[src/lia_pkg.sv]
// Package for the legacy interrupt aggregator: message codes, widths, reset values.
// Assumes a single core clock domain shared by both ends.
`default_nettype none
package lia_pkg;
  // ---------------------------------------------------------------
  // Sizes
  // ---------------------------------------------------------------
  localparam int NUM_PORTS = 4;
  localparam int NUM_LINES = 4;
  localparam int MSG_W = 4;
  localparam int PIDX_W = 2;
  localparam int LINE_W = 2;
  localparam int VEC_W = 8;
  localparam logic [NUM_LINES-1:0] LINES_CLEAR = 4'h0;
  localparam logic [NUM_PORTS-1:0] PORTS_CLEAR = 4'h0;
  localparam logic [VEC_W-1:0] VEC_CLEAR = 8'h00;
  localparam logic [2:0] EXT_VECTOR_MODE = 3'b111;

  // ---------------------------------------------------------------
  // Messages on the south bridge link
  // ---------------------------------------------------------------
  typedef enum logic [MSG_W-1:0] {
    LIA_MSG_NONE      = 4'h0,
    LIA_MSG_INT_RAISE = 4'h1,
    LIA_MSG_INT_DROP  = 4'h2,
    LIA_MSG_GPE_RAISE = 4'h3,
    LIA_MSG_GPE_DROP  = 4'h4,
    LIA_MSG_HPG_RAISE = 4'h5,
    LIA_MSG_HPG_DROP  = 4'h6,
    LIA_MSG_INTACK    = 4'h7,
    LIA_MSG_RST_WARN  = 4'h8,
    LIA_MSG_RST_ACK   = 4'h9,
    LIA_MSG_VECTOR    = 4'hA
  } lia_msg_t;

  // Hot-plug output choice
  typedef enum logic [1:0] {
    LIA_HP_NONE = 2'b00,
    LIA_HP_GPE  = 2'b01,
    LIA_HP_MSI  = 2'b10,
    LIA_HP_INTX = 2'b11
  } lia_hp_t;
endpackage
`default_nettype wire

[src/lia_link_if.sv]
// Interface joining the device end and the south bridge end.
// Assumes both ends run on the same clock; messages are one-cycle valid/ready beats.
`default_nettype none
interface lia_link_if;
  import lia_pkg::*;
  // Device to south bridge
  logic up_valid;
  logic up_ready;
  lia_msg_t up_msg;
  logic [LINE_W-1:0] up_line;
  // South bridge to device
  logic dn_valid;
  lia_msg_t dn_msg;
  logic [VEC_W-1:0] dn_vector;

  modport dev (output up_valid, output up_msg, output up_line, input up_ready,
               input dn_valid, input dn_msg, input dn_vector);
  modport sb (input up_valid, input up_msg, input up_line, output up_ready,
              output dn_valid, output dn_msg, output dn_vector);
endinterface
`default_nettype wire

[src/lia_dev_end.sv]
// Device end of the legacy interrupt aggregator in the host bridge.
// Assumes downstream port messages arrive as same-clock pulses from link logic.
//
// Rules of the document
// RULE_01: Legacy requests use pins or mode 111b.
// RULE_02: Exactly one legacy controller exists system-wide.
// RULE_03: Downstream devices request via assert/deassert messages.
// RULE_04: Forward interrupt acknowledge to the south bridge.
// RULE_05: One tracking bit per line per port.
// RULE_06: OR ports per line; send assert on rise.
// RULE_07: All bits clear sends that line's deassert.
// RULE_08: Switches present at most four lines at once.
// RULE_09: Never drive or watch processor interrupt pins.
// RULE_10: Deliver to absent processors; still complete.
// RULE_11: Correct single-bit, log double-bit data errors. This code has no error correction or logging.
// RULE_12: Power event message sends power assert.
// RULE_13: Clearing power flag sends power deassert.
// RULE_14: Power assert possible after suspend-exit reset.
// RULE_15: Power messages wired-OR across all ports.
// RULE_16: South bridge warns before platform reset.
// RULE_17: Acknowledge reset warning at the earliest.
// RULE_18: No memory quiesce before platform reset.
// RULE_19: No inband path for stop-clock signal.
// RULE_20: Power assert while enabled flag set; W1C.
// RULE_21: Hot-plug output by enable priority order.
`default_nettype none
module lia_dev_end
  import lia_pkg::*;
(
  // Clock and reset
  input wire logic clk_i,
  input wire logic resetn_i,
  // Downstream port legacy messages
  input wire logic [NUM_PORTS-1:0] port_int_raise_i,
  input wire logic [NUM_PORTS-1:0] port_int_drop_i,
  input wire logic [LINE_W-1:0] port_line_i [NUM_PORTS],
  // Downstream power events and root status
  input wire logic [NUM_PORTS-1:0] port_pme_i,
  input wire logic [NUM_PORTS-1:0] pme_enable_i,
  input wire logic [NUM_PORTS-1:0] pme_clear_i,
  output logic [NUM_PORTS-1:0] power_event_flag_o,
  // Hot-plug event and its enables
  input wire logic [NUM_PORTS-1:0] hp_event_i,
  input wire logic [NUM_PORTS-1:0] hp_clear_i,
  input wire logic hotplug_event_msg_enable_i,
  input wire logic hotplug_irq_enable_i,
  input wire logic message_irq_enable_i,
  input wire logic legacy_wire_disable_i,
  output logic msi_req_o,
  // Processor interrupt acknowledge
  input wire logic intack_req_i,
  output logic intack_busy_o,
  output logic intack_done_o,
  output logic [VEC_W-1:0] intack_vector_o,
  // Reset warning handshake seen
  output logic rst_warn_seen_o,
  // Link to south bridge
  lia_link_if.dev link
);
  import lia_pkg::*;

  // ---------------------------------------------------------------
  // Legacy line tracking
  // ---------------------------------------------------------------
  logic [NUM_LINES-1:0] line_pend, line_level, line_sent;
  logic [NUM_PORTS-1:0] line_set [NUM_LINES];
  logic [NUM_PORTS-1:0] line_clr [NUM_LINES];
  logic hp_pend, hp_level, hp_sent, pm_pend, pm_level, pm_sent;
  logic [NUM_PORTS-1:0] hp_intx_bits, hp_set;
  lia_hp_t hp_mode;

  // RULE_21 priority select
  assign hp_mode = hotplug_event_msg_enable_i ? LIA_HP_GPE :
                   !hotplug_irq_enable_i ? LIA_HP_NONE :
                   message_irq_enable_i ? LIA_HP_MSI :
                   legacy_wire_disable_i ? LIA_HP_NONE : LIA_HP_INTX;
  // Event pulse, not the held hot-plug bit: a held set would beat every clear
  assign hp_intx_bits = (hp_mode == LIA_HP_INTX) ? hp_event_i : PORTS_CLEAR;

  genvar g, p;
  generate
    for (g = 0; g < NUM_LINES; g++) begin : g_line
      for (p = 0; p < NUM_PORTS; p++) begin : g_port
        // RULE_05 set and clear
        assign line_set[g][p] = port_int_raise_i[p] && (port_line_i[p] == LINE_W'(g));
        assign line_clr[g][p] = port_int_drop_i[p] && (port_line_i[p] == LINE_W'(g));
      end
      // Hot-plug legacy output rides on line A together with port requests;
      // it shares the port's line A bit, so a hot-plug clear also drops it
      // RULE_06 OR per line
      lia_wire_track u_track (
        .clk_i(clk_i),
        .resetn_i(resetn_i),
        .set_i(line_set[g] | ((g == 0) ? hp_intx_bits : PORTS_CLEAR)),
        .clr_i(line_clr[g] | ((g == 0) ? hp_clear_i : PORTS_CLEAR)),
        .en_i({NUM_PORTS{1'b1}}),
        .sent_i(line_sent[g]),
        .bits_o(),
        .wire_o(),
        .pend_o(line_pend[g]),
        .pend_level_o(line_level[g])
      );
    end
  endgenerate

  // ---------------------------------------------------------------
  // Hot-plug and power events
  // ---------------------------------------------------------------
  assign hp_set = hp_event_i;
  lia_wire_track u_hp (
    .clk_i(clk_i),
    .resetn_i(resetn_i),
    .set_i(hp_set),
    .clr_i(hp_clear_i),
    .en_i((hp_mode == LIA_HP_GPE) ? {NUM_PORTS{1'b1}} : PORTS_CLEAR),
    .sent_i(hp_sent),
    .bits_o(),
    .wire_o(),
    .pend_o(hp_pend),
    .pend_level_o(hp_level)
  );

  // One MSI request per new hot-plug event while selected
  assign msi_req_o = (hp_mode == LIA_HP_MSI) && (|hp_event_i);

  // RULE_12 flag set by event
  // RULE_20 enabled flags; write-1 clears, set wins
  // RULE_15 wired-OR over ports
  lia_wire_track u_pm (
    .clk_i(clk_i),
    .resetn_i(resetn_i),
    .set_i(port_pme_i),
    .clr_i(pme_clear_i),
    .en_i(pme_enable_i),
    .sent_i(pm_sent),
    .bits_o(power_event_flag_o),
    .wire_o(),
    .pend_o(pm_pend),
    .pend_level_o(pm_level)
  );
  // RULE_14 after reset the flags start clear, so a fresh event raises again

  // ---------------------------------------------------------------
  // Reset warning and interrupt acknowledge
  // ---------------------------------------------------------------
  logic warn_pend_ff, warn_seen_ff, ack_busy_ff, ack_req_ff, ack_done_ff;
  logic [VEC_W-1:0] vec_ff;
  logic warn_sent, ack_sent;
  wire got_warn = link.dn_valid && (link.dn_msg == LIA_MSG_RST_WARN);
  wire got_vec = link.dn_valid && (link.dn_msg == LIA_MSG_VECTOR) && ack_busy_ff;

  always_ff @(posedge clk_i or negedge resetn_i) begin
    if (!resetn_i) begin
      warn_pend_ff <= 1'b0;
      warn_seen_ff <= 1'b0;
      ack_busy_ff <= 1'b0;
      ack_req_ff <= 1'b0;
      ack_done_ff <= 1'b0;
      vec_ff <= VEC_CLEAR;
    end else begin
      // RULE_17 queue acknowledge
      warn_pend_ff <= got_warn | (warn_pend_ff & ~warn_sent);
      warn_seen_ff <= warn_seen_ff | got_warn;
      // RULE_04 forward acknowledge
      if (intack_req_i && !ack_busy_ff) begin
        ack_busy_ff <= 1'b1;
        ack_req_ff <= 1'b1;
      end else if (got_vec) begin
        ack_busy_ff <= 1'b0;
      end
      if (ack_sent) begin
        ack_req_ff <= 1'b0;
      end
      ack_done_ff <= got_vec;
      if (got_vec) begin
        vec_ff <= link.dn_vector;
      end
    end
  end
  // RULE_18 no memory quiesce; RULE_19 no stop-clock path; RULE_09 no pins
  // RULE_10 messages complete without any target lookup
  // RULE_11 no stored payload here needs error protection

  // ---------------------------------------------------------------
  // Upstream message arbiter: reset ack first, then acknowledge, power,
  // hot-plug, lines A to D. Fixed order is fine since each source holds.
  // ---------------------------------------------------------------
  logic [LINE_W-1:0] pick_line;
  logic any_line;
  always_comb begin
    pick_line = '0;
    any_line = 1'b0;
    for (int i = NUM_LINES - 1; i >= 0; i--) begin
      if (line_pend[i]) begin
        pick_line = LINE_W'(i);
        any_line = 1'b1;
      end
    end
  end

  wire sel_warn = warn_pend_ff;
  wire sel_ack = !sel_warn && ack_req_ff;
  wire sel_pm = !sel_warn && !ack_req_ff && pm_pend;
  wire sel_hp = !sel_warn && !ack_req_ff && !pm_pend && hp_pend;
  wire sel_line = !sel_warn && !ack_req_ff && !pm_pend && !hp_pend && any_line;
  wire fire = link.up_valid && link.up_ready;

  assign warn_sent = fire && sel_warn;
  assign ack_sent = fire && sel_ack;
  // RULE_13 drop when flags clear
  assign pm_sent = fire && sel_pm;
  assign hp_sent = fire && sel_hp;
  // RULE_07 deassert on all clear
  assign line_sent = (fire && sel_line) ? (NUM_LINES'(1) << pick_line) : LINES_CLEAR;

  assign link.up_valid = sel_warn | sel_ack | sel_pm | sel_hp | sel_line;
  assign link.up_line = sel_line ? pick_line : '0;
  assign link.up_msg = sel_warn ? LIA_MSG_RST_ACK :
                       sel_ack ? LIA_MSG_INTACK :
                       sel_pm ? (pm_level ? LIA_MSG_GPE_RAISE : LIA_MSG_GPE_DROP) :
                       sel_hp ? (hp_level ? LIA_MSG_HPG_RAISE : LIA_MSG_HPG_DROP) :
                       sel_line ? (line_level[pick_line] ? LIA_MSG_INT_RAISE
                                                        : LIA_MSG_INT_DROP) :
                       LIA_MSG_NONE;

  assign intack_busy_o = ack_busy_ff;
  assign intack_done_o = ack_done_ff;
  assign intack_vector_o = vec_ff;
  assign rst_warn_seen_o = warn_seen_ff;
endmodule
`default_nettype wire

[src/lia_wire_track.sv]
// One virtual wire: OR of per-source tracking bits and a pending edge message.
// Assumes set/clear pulses come from logic on the same clock.
`default_nettype none
module lia_wire_track
  import lia_pkg::*;
(
  // Clock and reset
  input wire logic clk_i,
  input wire logic resetn_i,
  // Sources
  input wire logic [NUM_PORTS-1:0] set_i,
  input wire logic [NUM_PORTS-1:0] clr_i,
  input wire logic [NUM_PORTS-1:0] en_i,
  // Message handshake
  input wire logic sent_i,
  output logic [NUM_PORTS-1:0] bits_o,
  output logic wire_o,
  output logic pend_o,
  output logic pend_level_o
);
  logic [NUM_PORTS-1:0] bits_ff;
  logic sent_level_ff;
  wire [NUM_PORTS-1:0] nxt_bits = (bits_ff & ~clr_i) | set_i;
  wire cur_wire = |(bits_ff & en_i);

  always_ff @(posedge clk_i or negedge resetn_i) begin
    if (!resetn_i) begin
      bits_ff <= PORTS_CLEAR;
      sent_level_ff <= 1'b0;
    end else begin
      // Set wins over a clear in the same cycle
      bits_ff <= nxt_bits;
      if (sent_i) begin
        sent_level_ff <= cur_wire;
      end
    end
  end

  // Pending whenever the last level sent differs from the OR; a pulse that
  // rises and falls before it is sent collapses to nothing, as level wires do
  assign bits_o = bits_ff;
  assign wire_o = cur_wire;
  assign pend_o = cur_wire != sent_level_ff;
  assign pend_level_o = cur_wire;
endmodule
`default_nettype wire

[src/flat_wrapper.sv]
// flat-port wrapper written by rule: the top's interface ports become plain ports
module lia_dev_end_flat import lia_pkg::*;
  (clk_i, resetn_i, port_int_raise_i, port_int_drop_i, port_line_i, port_pme_i, pme_enable_i, pme_clear_i, power_event_flag_o, hp_event_i, hp_clear_i, hotplug_event_msg_enable_i, hotplug_irq_enable_i, message_irq_enable_i, legacy_wire_disable_i, msi_req_o, intack_req_i, intack_busy_o, intack_done_o, intack_vector_o, rst_warn_seen_o, link_up_valid, link_up_msg, link_up_line, link_up_ready, link_dn_valid, link_dn_msg, link_dn_vector);
  lia_link_if link_i ();
  input wire logic clk_i;
  input wire logic resetn_i;
  input wire logic [NUM_PORTS-1:0] port_int_raise_i;
  input wire logic [NUM_PORTS-1:0] port_int_drop_i;
  input wire logic [LINE_W-1:0] port_line_i[NUM_PORTS];
  input wire logic [NUM_PORTS-1:0] port_pme_i;
  input wire logic [NUM_PORTS-1:0] pme_enable_i;
  input wire logic [NUM_PORTS-1:0] pme_clear_i;
  output logic [NUM_PORTS-1:0] power_event_flag_o;
  input wire logic [NUM_PORTS-1:0] hp_event_i;
  input wire logic [NUM_PORTS-1:0] hp_clear_i;
  input wire logic hotplug_event_msg_enable_i;
  input wire logic hotplug_irq_enable_i;
  input wire logic message_irq_enable_i;
  input wire logic legacy_wire_disable_i;
  output logic msi_req_o;
  input wire logic intack_req_i;
  output logic intack_busy_o;
  output logic intack_done_o;
  output logic [VEC_W-1:0] intack_vector_o;
  output logic rst_warn_seen_o;
  output wire logic [$bits(link_i.up_valid)-1:0] link_up_valid;
  output wire logic [$bits(link_i.up_msg)-1:0] link_up_msg;
  output wire logic [$bits(link_i.up_line)-1:0] link_up_line;
  input wire logic [$bits(link_i.up_ready)-1:0] link_up_ready;
  input wire logic [$bits(link_i.dn_valid)-1:0] link_dn_valid;
  input wire logic [$bits(link_i.dn_msg)-1:0] link_dn_msg;
  input wire logic [$bits(link_i.dn_vector)-1:0] link_dn_vector;
  assign link_up_valid = link_i.up_valid;
  assign link_up_msg = link_i.up_msg;
  assign link_up_line = link_i.up_line;
  assign link_i.up_ready = link_up_ready;
  assign link_i.dn_valid = link_dn_valid;
  assign link_i.dn_msg = link_dn_msg;
  assign link_i.dn_vector = link_dn_vector;
  lia_dev_end u_core (.clk_i(clk_i), .resetn_i(resetn_i), .port_int_raise_i(port_int_raise_i), .port_int_drop_i(port_int_drop_i), .port_line_i(port_line_i), .port_pme_i(port_pme_i), .pme_enable_i(pme_enable_i), .pme_clear_i(pme_clear_i), .power_event_flag_o(power_event_flag_o), .hp_event_i(hp_event_i), .hp_clear_i(hp_clear_i), .hotplug_event_msg_enable_i(hotplug_event_msg_enable_i), .hotplug_irq_enable_i(hotplug_irq_enable_i), .message_irq_enable_i(message_irq_enable_i), .legacy_wire_disable_i(legacy_wire_disable_i), .msi_req_o(msi_req_o), .intack_req_i(intack_req_i), .intack_busy_o(intack_busy_o), .intack_done_o(intack_done_o), .intack_vector_o(intack_vector_o), .rst_warn_seen_o(rst_warn_seen_o), .link(link_i));
endmodule
[config.mk]
export PLATFORM = sky130hd
export DESIGN_NAME = lia_dev_end_flat
export DESIGN_NICKNAME = d
export VERILOG_FILES = /design/src/lia_pkg.sv /design/src/lia_link_if.sv /design/src/lia_dev_end.sv /design/src/lia_wire_track.sv /design/src/flat_wrapper.sv
export SDC_FILE = /design/constraint.sdc
export NUM_CORES = 1
export LEC_CHECK = 0
export BUFFER_PORTS_ARGS = -buffer_cell sky130_fd_sc_hd__clkbuf_2
export CAP_MARGIN = 40
export CORE_ASPECT_RATIO = 1.1
export CORE_UTILIZATION = 53
export DETAILED_ROUTE_END_ITERATION = 16
export MAX_ROUTING_LAYER = met4
export PLACE_DENSITY = 0.95
export SYNTH_ARGS = -nofsm -noshare
export SYNTH_HDL_FRONTEND = slang
export SYNTH_SLANG_ARGS = --single-unit
[constraint.sdc]
create_clock -name clk_i -period 5.5 [get_ports clk_i]
set_input_delay 0.825 -clock clk_i [delete_from_list [all_inputs] [get_ports clk_i]]
set_output_delay 0.825 -clock clk_i [all_outputs]
set_load 0.005 [all_outputs]
==> flow_summary.yaml <==
power:
  power_frac_seq_pct: 46.9
  swShare_pct: 33.9
  p_leak_uw: 0.00133
  p_clk_share_pct: 21.3
  power_switching_uw: 305
  ir_drop_mv: 0.241
  comb_power_share_pct: 31.8
  powerDensity_nw_per_um2: 331
  p_int_uw: 593
worst_hold_path:
  hold_path_end: "u_core.rst_warn_seen_o"
  hold_depth: 1
  holdCritStartpoint: "u_core.rst_warn_seen_o"
  hold_path_class: "flop to flop"
yosys:
  synthArstFlopShare_pct: 100
  avgSynthCellArea_um2: 10.3
  synth.distinct_cells: 42
  synth-edff-count: 0
  synth_cells: 209
  synth_flop_cell: "dfrtp_1"
  yosysWarnings: 0
  mappedNetlistNets: 266
  synth-seq-cells: 43
  netlist_area_um2: 2150
  ys_seq_area_share_pct: 50.1
finish:
  final_nets: 352
  diodes: 0
  n_fill_cell: 287
  multi_input_area_um2: 993
  regArea_um2: 1080
  synthToLayoutAreaGrowth_pct: 26.2
  final_common_cell: "clkbuf_2"
  mostFrequentLayoutCells: "clkbuf_2 (79), dfrtp_1 (43), nand2_1 (27)"
  drive_gt1_share_pct: 33.1
global_routing:
  grt_pass1_vias: 1839
  grt_max_degree: 27
  grt_pass1_wl_um: 7730
  gr-total-overflow: 0
  grt_use_total_pct: 24.3
  antenna_found_initial: 0
detailed_routing:
  drtAntennaViolNets: 0
  via_per_inst: 5.51
  wl_um: 4690
  avgRoutedWirePerCell_um: 13.5
  drt_first_pass_iters: 4
  drc: 0
  drt_iter0_markers: 103
  vias: 1905
floorplan:
  initial_core_util_pct: 57.0
  core_area_um2: 3770
  die_h_um: 68.8
  die-area_um2: 4310
  boundaryPins: 80
  fp-row-count: 23
  dieWidth_um: 62.7
run_status:
  outcome: "finished, final reports clean"
critical_path:
  arrival_ns: 2.20
  worstPathRequired_ns: 4.68
  critPathMaxFanout: 4
  ff2ff_path_depth: 5
  reg2reg_from: "u_core.u_hp.bits_o[0]"
  rr_endpoint: "u_core.g_line[3].u_track.sent_level_ff"
  start_kind: "flop"
  path_class: "flop to output port"
  end_kind: "output port"
  r2r_slack_ns: 3.49
sta:
  skew_ns: 0.00400
  max_freq_ghz: 0.330
  setup_viol: 0
  finalHoldViolCount: 0
  setup_ws_ns: 2.47
  fin_crit_ns: 3.03
  rsz0062_at_grt: "no"
  slew_viol_final: 0
  tightest_slew_ns: 0.862
  max_slew_margin_pct: 41.7
  post-route-period-util_pct: 55.1
  finalSetupTns_ns: 0
cts:
  cts_resized: 0
  htreeDepth: 2
  clk_path_buf_depth: 2
  cts.sinks: 43
  postCtsHoldBufs: 0
  cts_setup_buffers: 0
  clk_pin_slew_ns: 0.08
  numCtsBuffers: 5
  cts_tree: "built"
  root_buffer: "clkbuf_8"
  clk_latency_ns: 0.29
placed_design:
  pre_cts_slack_ns: 2.48
  gp_congestion: 0.819
  port_buffers: 79
  dp_hpwl_um: 3850
flow_run:
  cap_violations: 0
==> flip-flops by register name, summed over array words and instances (netlist names) <==
| name | count |
|---|---|
| u_core.intack_vector_o | 8 |
| u_core.intack_busy_o | 1 |
| u_core.g_line.u_track.sent_level_ff | 4 |
| u_core.u_hp.sent_level_ff | 1 |
| u_core.sel_warn | 1 |
| u_core.intack_done_o | 1 |
| u_core.u_pm.sent_level_ff | 1 |
| u_core.u_hp.bits_o | 4 |
| u_core.g_line.u_track.bits_o | 16 |
| u_core.rst_warn_seen_o | 1 |
| u_core.ack_req_ff | 1 |
| u_core.u_pm.bits_o | 4 |
==> Yosys cell counts (2+ instances only) <==
cell type	n	area, um^2
a21o_1	8	60.1
a21oi_1	11	55.1
a221o_1	2	20.0
a22o_1	2	17.5
a31oi_1	2	12.5
a32o_1	4	40.0
dfrtp_1	43	1080
inv_1	19	71.3
maj3_1	2	20.0
mux2_1	8	90.1
mux2i_1	2	20.0
nand2_1	27	101
nand2b_1	2	12.5
nand3_1	6	30.0
nand3b_1	2	15.0
nor2_1	10	37.5
nor3_1	5	25.0
nor3b_1	2	15.0
nor4_1	2	12.5
nor4_2	3	37.5
nor4_4	2	42.5
o21ai_0	15	75.1
o21ai_1	3	15.0
o311ai_0	2	17.5
o31ai_1	2	15.0
or2_1	2	12.5
or4_1	2	15.0
xnor2_1	5	43.8
==> final cells by class <==
| type | instances | area share (%) |
|---|---|---|
| flip-flops and latches | 43 | 39.7 |
| clock buffers | 5 | 2.54 |
| multi-input cells | 146 | 36.7 |
| inverters | 19 | 2.63 |
| well taps | 50 | 2.31 |
| clock inverters | 3 | 0.554 |
| repair buffers | 80 | 15.6 |
==> through the flow <==
step | instances | util (%) | instance area [um^2] | hold slack (ns) | total power [uW]
2_1_floorplan | 209 | - | 2150 | 0.465 | 599
3_3_place_gp | 337 | 68.9 | 2600 | 0.453 | 694
3_5_place_dp | 338 | 69.7 | 2630 | 0.467 | 714
4_1_cts | 346 | 71.9 | 2710 | 0.486 | 902
5_1_grt | 346 | 71.9 | 2710 | 0.522 | 957
6_report | 346 | 71.9 | 2710 | 0.489 | 898
==> kinds of logic after synthesis <==
logic type | count (synthesis) | share of synthesized area (%)
multiplexers | 10 | 5.13
buffers and inverters | 20 | 3.67
XOR/XNOR | 5 | 2.04
AND/OR/NAND/NOR | 69 | 18.1
AO/OA/AOI/OAI | 60 | 20.1
flip-flops | 43 | 50.1
adder cells (fa/ha/maj) | 2 | 0.932
==> worst max-delay path by stage <==
stage	slack [ns]	depth (start not counted)	start	end
6_report	2.47	6	u_core.g_line[3].u_track.bits_o[2]	link_up_msg[0]
5_1_grt	2.26	6	u_core.g_line[3].u_track.bits_o[2]	link_up_msg[1]
4_1_cts	2.45	6	u_core.g_line[3].u_track.bits_o[2]	link_up_msg[0]
3_5_place_dp	2.48	7	pme_enable_i[2]	link_up_msg[1]
3_3_place_gp	2.54	7	pme_enable_i[2]	link_up_msg[1]
2_1_floorplan	2.83	5	pme_enable_i[2]	link_up_msg[1]
==> power by group through the flow <==
stage / logic (uW) / clock network (uW) / registers, uW
finish: 286 / 191 / 421
CTS: 288 / 193 / 421
detailed placement: 287 / 0 / 427
floorplan: 182 / 0 / 417
global placement: 272 / 0 / 422
global route: 322 / 205 / 429
==> critical path: stages, from the launching register on <==
cell and delay (ns):
dfrtp_1 0.40, nor4_2 0.41, xnor2_1 0.28, a2111oi_2 0.09, a211oi_1 0.39, a41o_1 0.23, clkbuf_2 0.11
==> metal layers <==
metal	track usage (%)	routed length, um	up-vias
met4	10.5	77	0
met2	43.2	2500	53
met1	27.5	1930	907
met3	4.28	180	10
met5	-	0	-
li1	-	-	935
(Power assumes the default switching activity.)
